===== src/inc/mpp_regs.svh =====
// Register offsets, field positions and timing counts of the program port controller.
`ifndef MPP_REGS_SVH
`define MPP_REGS_SVH
// ----------------------------------------
// APB register offsets
// ----------------------------------------
`define MPP_OFF_CTRL 8'h00
`define MPP_OFF_ADDR 8'h04
`define MPP_OFF_WDATA 8'h08
`define MPP_OFF_CHECK 8'h0C
`define MPP_OFF_STAT 8'h10
`define MPP_OFF_RDATA 8'h14
`define MPP_OFF_DIV 8'h18
// ----------------------------------------
// Field positions and reset values
// ----------------------------------------
`define MPP_CTRL_GO 0
`define MPP_CTRL_CMD_LO 1
`define MPP_CTRL_CMD_HI 2
`define MPP_STAT_BUSY 0
`define MPP_STAT_DONE 1
`define MPP_STAT_NVDONE 2
`define MPP_STAT_RXERR 3
`define MPP_STAT_NVTMO 4
`define MPP_DIV_RESET 20'h0_00FA
`define MPP_ACCESS_ADDR 6'h24
`define MPP_ACCESS_CODE 30'h2C41_3737
// ----------------------------------------
// Frame lengths in bits
// ----------------------------------------
`define MPP_TX_WRITE_BITS 6'h2A
`define MPP_TX_READ_BITS 6'h0C
`define MPP_RX_BITS 6'h20
// ----------------------------------------
// Timing
// ----------------------------------------
`define MPP_CLK_MHZ 40
`define MPP_DRIVE_LOW_US 15
`define MPP_RESUME_US 125
`define MPP_NVWRITE_MS 20
`define MPP_DRIVE_LOW_CYC (`MPP_DRIVE_LOW_US * `MPP_CLK_MHZ)
`endif


===== src/inc/mpp_pkg.sv =====
// Types shared by the program port controller and its bench.
package mpp_pkg;
  typedef enum logic [1:0] {
    CMD_ACCESS,
    CMD_VOL_WRITE,
    CMD_NV_WRITE,
    CMD_READ
  } mpp_cmd_t;
  typedef enum logic [2:0] {
    ST_IDLE,
    ST_LEAD,
    ST_SEND,
    ST_NVWAIT,
    ST_RXFIRST,
    ST_RXBIT,
    ST_END,
    ST_RESUME
  } mpp_state_t;
  typedef struct packed {
    logic pgmEn;
    logic lineOut;
    logic lineOeN;
  } mpp_pins_t;
endpackage


===== src/mpp_host.sv =====
// Controller that programs the sensor over its supply and output pins.
//
// Added by the designer: the APB register port and the placing of the registers.
`timescale 1ns/1ps
`include "mpp_regs.svh"
module mpp_host #(
  parameter int unsigned ResumeCycles = `MPP_RESUME_US * `MPP_CLK_MHZ,
  parameter int unsigned NvWaitCycles = 2 * `MPP_NVWRITE_MS * 1000 * `MPP_CLK_MHZ
) (
  input wire logic clk,
  input wire logic srst,
  input wire logic psel,
  input wire logic penable,
  input wire logic pwrite,
  input wire logic [7:0] paddr,
  input wire logic [31:0] pwdata,
  output logic [31:0] prdata,
  output logic pready,
  output logic pslverr,
  input wire logic lineIn,
  output mpp_pkg::mpp_pins_t pins
);
  import mpp_pkg::*;

  // ----------------------------------------
  // State
  // ----------------------------------------
  mpp_state_t state_reg, state_next;
  mpp_cmd_t cmd_reg, cmd_next;
  logic [5:0] addr_reg, addr_next;
  logic [29:0] wdata_reg, wdata_next;
  logic [2:0] check_reg, check_next;
  logic [19:0] div_reg, div_next;
  logic [29:0] rdata_reg, rdata_next;
  logic done_reg, done_next;
  logic nvDone_reg, nvDone_next;
  logic rxErr_reg, rxErr_next;
  logic nvTmo_reg, nvTmo_next;
  logic [23:0] tmr_reg, tmr_next;
  logic [41:0] shift_reg, shift_next;
  logic [5:0] bitCnt_reg, bitCnt_next;
  logic phase_reg, phase_next;
  logic [31:0] rxShift_reg, rxShift_next;
  mpp_pins_t pins_reg, pins_next;
  logic [31:0] prdata_next;
  logic pready_reg, pready_next;
  logic pslverr_reg, pslverr_next;
  logic sync1_reg, sync2_reg, sync3_reg, lvl_reg, lvl_next;
  logic agree, rise, fall, wrEn, go;
  logic [23:0] half, blank;

  // ----------------------------------------
  // Helpers
  // ----------------------------------------
  function automatic logic known(input logic [7:0] a);
    known = (a == `MPP_OFF_CTRL) || (a == `MPP_OFF_ADDR) ||
      (a == `MPP_OFF_WDATA) || (a == `MPP_OFF_CHECK) ||
      (a == `MPP_OFF_STAT) || (a == `MPP_OFF_RDATA) ||
      (a == `MPP_OFF_DIV);
  endfunction

  function automatic logic [23:0] wrap(input logic [23:0] t);
    wrap = t + 24'h00_0001;
  endfunction

  // ----------------------------------------
  // Next-state logic
  // ----------------------------------------
  always_comb begin
    state_next = state_reg;
    cmd_next = cmd_reg;
    addr_next = addr_reg;
    wdata_next = wdata_reg;
    check_next = check_reg;
    div_next = div_reg;
    rdata_next = rdata_reg;
    done_next = done_reg;
    nvDone_next = nvDone_reg;
    rxErr_next = rxErr_reg;
    nvTmo_next = nvTmo_reg;
    tmr_next = tmr_reg;
    shift_next = shift_reg;
    bitCnt_next = bitCnt_reg;
    phase_next = phase_reg;
    rxShift_next = rxShift_reg;
    pins_next = pins_reg;
    // A line level counts once the two later stages agree.
    agree = (sync2_reg == sync3_reg);
    lvl_next = agree ? sync3_reg : lvl_reg;
    rise = agree && sync3_reg && !lvl_reg;
    fall = agree && !sync3_reg && lvl_reg;
    half = {4'h0, div_reg};
    blank = half + {5'h00, div_reg[19:1]};
    // APB slave, one wait state.
    pready_next = psel && penable && !pready_reg;
    pslverr_next = psel && penable && !pready_reg && !known(paddr);
    wrEn = psel && penable && pready_reg && pwrite;
    go = wrEn && (paddr == `MPP_OFF_CTRL) && pwdata[`MPP_CTRL_GO];
    prdata_next = 32'h0000_0000;
    unique case (paddr)
      `MPP_OFF_CTRL: prdata_next = {29'h0000_0000, cmd_reg, 1'b0};
      `MPP_OFF_ADDR: prdata_next = {26'h000_0000, addr_reg};
      `MPP_OFF_WDATA: prdata_next = {2'b00, wdata_reg};
      `MPP_OFF_CHECK: prdata_next = {29'h0000_0000, check_reg};
      `MPP_OFF_STAT: prdata_next = {27'h000_0000, nvTmo_reg, rxErr_reg,
        nvDone_reg, done_reg, state_reg != ST_IDLE};
      `MPP_OFF_RDATA: prdata_next = {2'b00, rdata_reg};
      `MPP_OFF_DIV: prdata_next = {12'h000, div_reg};
      default: prdata_next = 32'h0000_0000;
    endcase
    if (wrEn && state_reg == ST_IDLE) begin
      unique case (paddr)
        `MPP_OFF_CTRL: cmd_next = mpp_cmd_t'(pwdata[`MPP_CTRL_CMD_HI:`MPP_CTRL_CMD_LO]);
        `MPP_OFF_ADDR: addr_next = pwdata[5:0];
        `MPP_OFF_WDATA: wdata_next = pwdata[29:0];
        `MPP_OFF_CHECK: check_next = pwdata[2:0];
        `MPP_OFF_DIV: div_next = pwdata[19:0];
        default: ;
      endcase
    end
    // Status flags clear on writing one; a hardware set in the same cycle wins.
    if (wrEn && paddr == `MPP_OFF_STAT) begin
      done_next = done_reg && !pwdata[`MPP_STAT_DONE];
      nvDone_next = nvDone_reg && !pwdata[`MPP_STAT_NVDONE];
      rxErr_next = rxErr_reg && !pwdata[`MPP_STAT_RXERR];
      nvTmo_next = nvTmo_reg && !pwdata[`MPP_STAT_NVTMO];
    end
    unique case (state_reg)
      ST_IDLE: begin
        if (go) begin
          // Only software starts a frame; the device is never waited on here.
          pins_next.pgmEn = 1'b1;
          pins_next.lineOut = 1'b0;
          pins_next.lineOeN = 1'b0;
          tmr_next = 24'h00_0000;
          state_next = ST_LEAD;
          unique case (mpp_cmd_t'(pwdata[`MPP_CTRL_CMD_HI:`MPP_CTRL_CMD_LO]))
            CMD_ACCESS: begin
              shift_next = {2'b00, 1'b0, `MPP_ACCESS_ADDR, `MPP_ACCESS_CODE, check_reg};
              bitCnt_next = `MPP_TX_WRITE_BITS;
            end
            CMD_READ: begin
              shift_next = {2'b00, 1'b1, addr_reg, check_reg, 30'h0000_0000};
              bitCnt_next = `MPP_TX_READ_BITS;
            end
            default: begin
              // Upper six data bits are don't care, sent as zero.
              shift_next = {2'b00, 1'b0, addr_reg, 6'h00, wdata_reg[23:0], check_reg};
              bitCnt_next = `MPP_TX_WRITE_BITS;
            end
          endcase
        end
      end
      ST_LEAD: begin
        // Line has been low since enable rose; start bits at the deadline.
        tmr_next = wrap(tmr_reg);
        if (tmr_reg == 24'(`MPP_DRIVE_LOW_CYC - 1)) begin
          tmr_next = 24'h00_0000;
          phase_next = 1'b0;
          pins_next.lineOut = shift_reg[41];
          state_next = ST_SEND;
        end
      end
      ST_SEND: begin
        tmr_next = wrap(tmr_reg);
        if (tmr_reg == half - 24'h00_0001) begin
          tmr_next = 24'h00_0000;
          if (!phase_reg) begin
            phase_next = 1'b1;
            pins_next.lineOut = !shift_reg[41];
          end else begin
            phase_next = 1'b0;
            shift_next = {shift_reg[40:0], 1'b0};
            bitCnt_next = bitCnt_reg - 6'h01;
            pins_next.lineOut = shift_reg[40];
            if (bitCnt_reg == 6'h01) begin
              // Release the line so the device may answer or signal.
              pins_next.lineOeN = 1'b1;
              pins_next.lineOut = 1'b0;
              unique case (cmd_reg)
                CMD_READ: state_next = ST_RXFIRST;
                CMD_NV_WRITE: state_next = ST_NVWAIT;
                default: state_next = ST_END;
              endcase
            end
          end
        end
      end
      ST_NVWAIT: begin
        tmr_next = wrap(tmr_reg);
        if (fall) begin
          nvDone_next = 1'b1;
          state_next = ST_END;
        end else if (tmr_reg == 24'(NvWaitCycles - 1)) begin
          nvTmo_next = 1'b1;
          state_next = ST_END;
        end
      end
      ST_RXFIRST: begin
        // First sync bit shows as a rise at its middle.
        tmr_next = wrap(tmr_reg);
        // A rise inside the first half bit is the released line settling, not the answer.
        if (rise && tmr_reg >= half) begin
          tmr_next = 24'h00_0000;
          rxShift_next = 32'h0000_0000;
          bitCnt_next = `MPP_RX_BITS - 6'h01;
          state_next = ST_RXBIT;
        end else if (tmr_reg == {div_reg, 4'h0}) begin
          rxErr_next = 1'b1;
          state_next = ST_END;
        end
      end
      ST_RXBIT: begin
        // Edges before three quarters of a bit are bit-boundary edges.
        tmr_next = wrap(tmr_reg);
        if (tmr_reg >= blank && (rise || fall)) begin
          tmr_next = 24'h00_0000;
          rxShift_next = {rxShift_reg[30:0], fall};
          bitCnt_next = bitCnt_reg - 6'h01;
          if (bitCnt_reg == 6'h01) begin
            rdata_next = {rxShift_reg[28:0], fall};
            if (rxShift_reg[30:29] != 2'b00) rxErr_next = 1'b1;
            state_next = ST_END;
          end
        end else if (tmr_reg == half + blank) begin
          rxErr_next = 1'b1;
          state_next = ST_END;
        end
      end
      ST_END: begin
        // Only one frame per enable pulse, so enable always drops here.
        pins_next.pgmEn = 1'b0;
        pins_next.lineOeN = 1'b1;
        tmr_next = 24'h00_0000;
        state_next = ST_RESUME;
      end
      ST_RESUME: begin
        // Waiting out the resume delay keeps a quick next command from
        // meeting the device while it still drives its output.
        tmr_next = wrap(tmr_reg);
        if (tmr_reg == 24'(ResumeCycles - 1)) begin
          done_next = 1'b1;
          state_next = ST_IDLE;
        end
      end
    endcase
  end

  // ----------------------------------------
  // Registers
  // ----------------------------------------
  always_ff @(posedge clk) begin
    if (srst) begin
      state_reg <= ST_IDLE;
      cmd_reg <= CMD_ACCESS;
      addr_reg <= 6'h00;
      wdata_reg <= 30'h0000_0000;
      check_reg <= 3'h0;
      div_reg <= `MPP_DIV_RESET;
      rdata_reg <= 30'h0000_0000;
      done_reg <= 1'b0;
      nvDone_reg <= 1'b0;
      rxErr_reg <= 1'b0;
      nvTmo_reg <= 1'b0;
      tmr_reg <= 24'h00_0000;
      shift_reg <= 42'h000_0000_0000;
      bitCnt_reg <= 6'h00;
      phase_reg <= 1'b0;
      rxShift_reg <= 32'h0000_0000;
      pins_reg <= 3'b001;
      prdata <= 32'h0000_0000;
      pready_reg <= 1'b0;
      pslverr_reg <= 1'b0;
      // Start at the pulled-up idle level so leaving reset shows no false edge.
      sync1_reg <= 1'b1;
      sync2_reg <= 1'b1;
      sync3_reg <= 1'b1;
      lvl_reg <= 1'b1;
    end else begin
      state_reg <= state_next;
      cmd_reg <= cmd_next;
      addr_reg <= addr_next;
      wdata_reg <= wdata_next;
      check_reg <= check_next;
      div_reg <= div_next;
      rdata_reg <= rdata_next;
      done_reg <= done_next;
      nvDone_reg <= nvDone_next;
      rxErr_reg <= rxErr_next;
      nvTmo_reg <= nvTmo_next;
      tmr_reg <= tmr_next;
      shift_reg <= shift_next;
      bitCnt_reg <= bitCnt_next;
      phase_reg <= phase_next;
      rxShift_reg <= rxShift_next;
      pins_reg <= pins_next;
      prdata <= prdata_next;
      pready_reg <= pready_next;
      pslverr_reg <= pslverr_next;
      sync1_reg <= lineIn;
      sync2_reg <= sync1_reg;
      sync3_reg <= sync2_reg;
      lvl_reg <= lvl_next;
    end
  end

  assign pready = pready_reg;
  assign pslverr = pslverr_reg;
  assign pins = pins_reg;
endmodule // mpp_host


===== config.mk =====
export PLATFORM = sky130hd
export DESIGN_NAME = mpp_host
export DESIGN_NICKNAME = d
export VERILOG_FILES = /design/src/inc/mpp_pkg.sv /design/src/mpp_host.sv
export VERILOG_INCLUDE_DIRS = /design/src /design/src/inc
export SDC_FILE = /design/constraint.sdc
export NUM_CORES = 1
export LEC_CHECK = 0
export CORE_MARGIN = 2
export CORE_UTILIZATION = 50
export CTS_CLUSTER_DIAMETER = 120
export DETAILED_ROUTE_END_ITERATION = 6
export DONT_BUFFER_PORTS = 1
export PLACE_DENSITY = 0.67
export SLEW_MARGIN = 15
export SYNTH_ARGS = -nofsm -noshare
export SYNTH_HDL_FRONTEND = slang
export SYNTH_SLANG_ARGS = --single-unit

===== constraint.sdc =====
create_clock -name clk -period 5.3 [get_ports clk]
set_clock_uncertainty 0.15 [all_clocks]
set_input_delay 0.795 -clock clk [delete_from_list [all_inputs] [get_ports clk]]
set_output_delay 0.795 -clock clk [all_outputs]
set_load 0.02 [all_outputs]

Word-level counts from Yosys, hierarchy flattened
Index checks and enable logic that the tools add are counted.
Widths: inputs -> output; s select.
Operators by class
  shifts and indexed selects: 0
  reduce and logical (&&, ||, !) cells: 62
  bitwise gates (word level): 0
  multiplexer cells: 68
  magnitude comparators: 2
  multipliers: 0
  add/sub/neg operators: 5
  div/mod/pow operators: 0
  equality and inequality tests: 36
Operator list (count)
  $pmux 30 s7: 1
  $pmux 24 s7: 1
  $mux 42: 3
  $mux 24: 5
  $pmux 42 s2: 1
  $pmux 40 s2: 1
  $mux 31: 2
  $pmux 31 s2: 1
  $eq 24x24->1: 2
  $mux 3: 14
  $mux 6: 6
  $add 24x1->24 const B: 1
  $eq 24x10->1 const B: 1
  $eq 24x13->1 const B: 1
  $eq 24x21->1 const B: 1
  $eq 24x22->1: 1
  $eq 8x5->1 const B: 3
  $ge 24x20->1: 1
  $ge 24x21->1: 1
  $pmux 3 s8: 1
  $pmux 6 s4: 1
  $mux 1: 23
  $add 20x21->22: 1
  $add 20x19->21: 1
  other kinds (32): 99
Word-level totals
  bits in latches: 0
  bits of input ports: 46
  logic and storage cells: 199
  memories: 0
  register bits: 243
  RAM bits: 0
  ROM bits: 0

Depth between registers and ports, before layout
  depth after elaboration: 9
  gate-level depth with buffers: 26

Worst setup path after synthesis
No wires, ideal clock.
  path kind: reg-to-reg
  start point: register div_reg[10]
  end point: register state_reg[0]
  setup time: 117 ps
  cell stages (with the launch flop): 24
  data required time: 5033 ps
  setup slack: -89 ps
  arrival time: 5122 ps
  cell sequence: dfxtp_1 clkbuf_1 inv_1 ha_1 a41o_1 a221oi_2 nor3b_2 a211oi_1 or2_2 o21ai_0 nand2b_1 xor2_1 ha_1 o21a_1 nor2_1 or2_2 a211oi_1 or4_1 or3_1 nor4b_1 o2111ai_1 a2111oi_4 o22ai_1 a22o_1
Between the ends
  cells in the longest elaborated chain, start to end: 5
Ends and longest elaborated chain
  start, declared: line mpp_host.sv:33  | logic [19:0] div_reg, div_next;
  start signal, assigned: line mpp_host.sv:259  | div_reg <= `MPP_DIV_RESET;
  start signal, assigned: line mpp_host.sv:285  | div_reg <= div_next;
  $add 20x19->21: line mpp_host.sv:93  | blank = half + {5'h00, div_reg[19:1]};
  $add 20x21->22 / $ge 24x21->1 (equally long branches): line mpp_host.sv:225, mpp_host.sv:216
  $eq 24x22->1 / $logic_and 1x1->1 (equally long branches): line mpp_host.sv:225, mpp_host.sv:216
  $ne 3x3->1 (no source line) / $mux 3 (equally long branches)
  $reduce_and 10->1 (no source line) / $pmux 3 s8 (equally long branches)
  end signal, assigned: line mpp_host.sv:280  | state_reg <= state_next;
  end, declared: line mpp_host.sv:28  | mpp_state_t state_reg, state_next;
Several ways; a longest one is shown, not always the timed one.
A chain may end at the register's enable or synchronous reset.

Worst setup path after layout
Ends and elaborated chain as after synthesis.

==> impl_metrics.ini <==
[pwr]
total_power_mw = 4.99
share_comb_of_total_power_pct = 21.6
power-per-cell-area_nw_per_um2 = 284
pwr-share-seq_pct = 40.1
static_leak_nw = 6.80
cellInternalPower_mw = 3.44
worst_ir_drop_vdd_v = 0.000321
clockPowerShare_pct = 38.3
switching_share_pct = 31.0
power_switching_mw = 1.55

[logic_synthesis]
post_synth_num_cell_types = 79
mappedNetlistArea_um2 = 14600
synth_cells = 1896
async_reset_ff_share_pct = 0
ys.flop_type = dfxtp_1
synth_seq_cells = 241
synth_enable_flop_cells = 0
synth_area_per_cell_um2 = 7.70
yosysSeqAreaShare_pct = 33.0
yosysWarnings = 0

[global_route]
grt_max_degree = 184
grt_pass1_wl_um = 72700
overflow = 0
first_global_vias = 13416
initial_antenna_violation_count = 0
grtUsageTotal_pct = 29.4

[sta]
slew_headroom_pct = 25.0
setup_viol = 0
finalHoldViolCount = 0
finalHoldWorstSlack_ns = 0.174
setup_repair_after_global_routing_missed_its_margin = yes
timing.final.crit_period_ns = 5.30
worst_margin_slew_ns = 1.12
timing.final.crit_share_pct = 99.9
timing.fmax_ghz = 0.189
timing.final.max_slew_violations = 0
timing.final.ws_setup_ns = 0.00350

[die]
floorplan.die.width_um = 175
design.die.area_um2 = 30600
placement_rows = 62
die_h_um = 175
io_pins = 83
core-area_um2 = 28700
start_util_pct = 50.9

[clocking]
cts_num_sinks = 241
cts-htree-levels = 1
clk_transition_reported_paths_ns = 0.07
clk_root_buffer_cell = clkbuf_16
clk_path_buf_depth = 3
tritoncts = done
clkLatencyLatePin_ns = 0.56
cts_inserted_buffers = 26
cts_hold_buf = 0

[cells_and_area]
finalNetCount = 2140
multi_input_area_um2 = 9600
regArea_um2 = 4840
largest_reg_flops = 42
final_layout_size_suffix_gt1_share_pct = 16.9
n_fill_cell = 2516
n_diodes = 0
most-common-layout-cells = nand2_1, dfxtp_1, a21oi_1
synth_to_final_area_change_pct = 20.5
layout_commonest_cell = nand2_1

[run_status]
failed_checks = DRC
status = finished, violations left

[critical_path]
setup.worst_path.end_class = flop
worstSetupPathType = flop to flop
crit_chain = inv_4 > ha_4 > a41o_1 > a221oi_4 > nor3b_4 > a211oi_4 > or2_4 > o21ai_2 > nand2b_1 > xor2_2 > ha_1 > o21a_1 > nor2_2 > or2_4 > a211oi_1 > or4_1 > or3_4 > nor4b_4 > o2111ai_2 > a2111oi_4 > buf_4 > o22ai_1 > a22o_1
max_stage_delay_cell_worst_path = or4_1
cell_count_along_the_critical_path = 23
critical_path_arrival_ns = 5.59
critPathMaxStageDelay_ns = 0.39
cpLargestDelayFamily = simple AND/OR/NAND/NOR gates
ff_to_ff_path_depth = 23
worst_r2r_startpoint = div_reg[10]
worstReg2RegEnd = state_reg[0]
worst-path-max-fanout = 3
timing.critical_path.buf_inv = 2
reg2reg_setup_slack_ns = 0.003
timing.critical_path.required_ns = 5.59
crit_path_start_kind = flop
critical_path.most_common_cell = or2_4

[detailed_routing]
drt_first_pass_iters = 7
routedWlPerCell_um = 19.6
finalWirelength_um = 46800
antenna_left = 0
total_via_count_after_detailed_routing = 14250
drc = 3
vias_per_cell = 5.98
drt_iter0_markers = 1307

[flow_run]
maxCapViolations = 0

[min_path]
worstHoldEndpoint = bitCnt_reg[5]
timing.hold.worst.start = srst
timing.hold.worst.class = input port to flop
worst_hold_path.num_cells = 1

[placement]
io_buffer_count = 0
finalWeightedCongestion = 0.951
place_ws_ns = -0.346
dp.final_hpwl_um = 33000
## worst max path at each step
stage / slack (ns) / start / endpoint
5_1_grt: -0.17 / div_reg[3] / state_reg[0]
4_1_cts: 0.005 / div_reg[1] / state_reg[0]
3_3_place_gp: -0.29 / div_reg[1] / state_reg[0]
6_report: 0.003 / div_reg[10] / state_reg[0]
2_1_floorplan: 0.04 / div_reg[10] / state_reg[0]
3_5_place_dp: -0.35 / div_reg[1] / state_reg[0]
## power groups by stage
stage	clock network, mW	registers (mW)	logic [mW]
after global routing	1.99	2.01	1.21
final	1.91	2.00	1.08
after detailed placement	0	2.04	0.980
after floorplan	0	1.99	0.796
after CTS	1.93	2.00	0.987
after global placement	0	2.03	0.955
## area by class of cell
class	instances	share of cell area (%)
Inverter	75	1.61
Multi-Input combinational cell	1457	54.5
Clock buffer	40	4.56
Tap cell	384	2.73
Sequential cell	241	27.5
Clock inverter	8	0.668
Timing Repair Buffer	179	8.40
## Yosys cell counts (25+ instances only)
library cell / n / area share [%]
a21oi_1: 231 / 7.9
a311oi_1: 25 / 1.5
clkbuf_1: 109 / 2.8
dfxtp_1: 241 / 33
ha_1: 112 / 9.6
inv_1: 74 / 1.9
nand2_1: 336 / 8.6
nand3_1: 98 / 3.4
nor2_1: 125 / 3.2
nor3_1: 33 / 1.1
o211ai_1: 25 / 1.3
o21ai_0: 41 / 1.4
xnor2_1: 56 / 3.4
xor2_1: 42 / 2.5
## logic make-up after synthesis
group	count (synthesis)	share of synthesized area, %
adders and majority gates	114	9.87
and+or+nand+nor	727	22.5
DFF	241	33.0
xor gates and xnor gates	101	6.34
muxes	18	1.24
other	1	0.0257
AOI/OAI and AO/OA	495	21.7
buffers and inverters	199	5.24
## through the flow
| stage | instance area (µm²) | util, % | cells | TNS (ns) |
|---|---|---|---|---|
| after floorplan | 14600 | - | 1897 | 0 |
| after global placement | 15800 | 54.9 | 2296 | -0.737 |
| after detailed placement | 15800 | 54.9 | 2296 | -1.51 |
| after CTS | 17100 | 59.6 | 2367 | 0 |
| after global routing | 17600 | 61.3 | 2384 | -1.17 |
| final | 17600 | 61.3 | 2384 | 0 |
## routing by layer
| metal | up-vias | track usage [%] | wire (µm) |
|---|---|---|---|
| li1 | 6859 | - | - |
| met1 | 6773 | 38.0 | 19900 |
| met3 | 123 | 4.24 | 2860 |
| met5 | - | 0 | 0 |
| met4 | 0 | 11.6 | 2030 |
| met2 | 495 | 49.6 | 22000 |
## repair_timing
action / CTS / global route
buffers inserted: 23 / 14
endpoints found under the hold margin: 0 / 0
cloned: 0 / 3
endpoints found under the setup margin: 20 / 84
gates resized for setup: 55 / 52
pin swaps: 38 / 49
(Power assumes the default switching activity.)
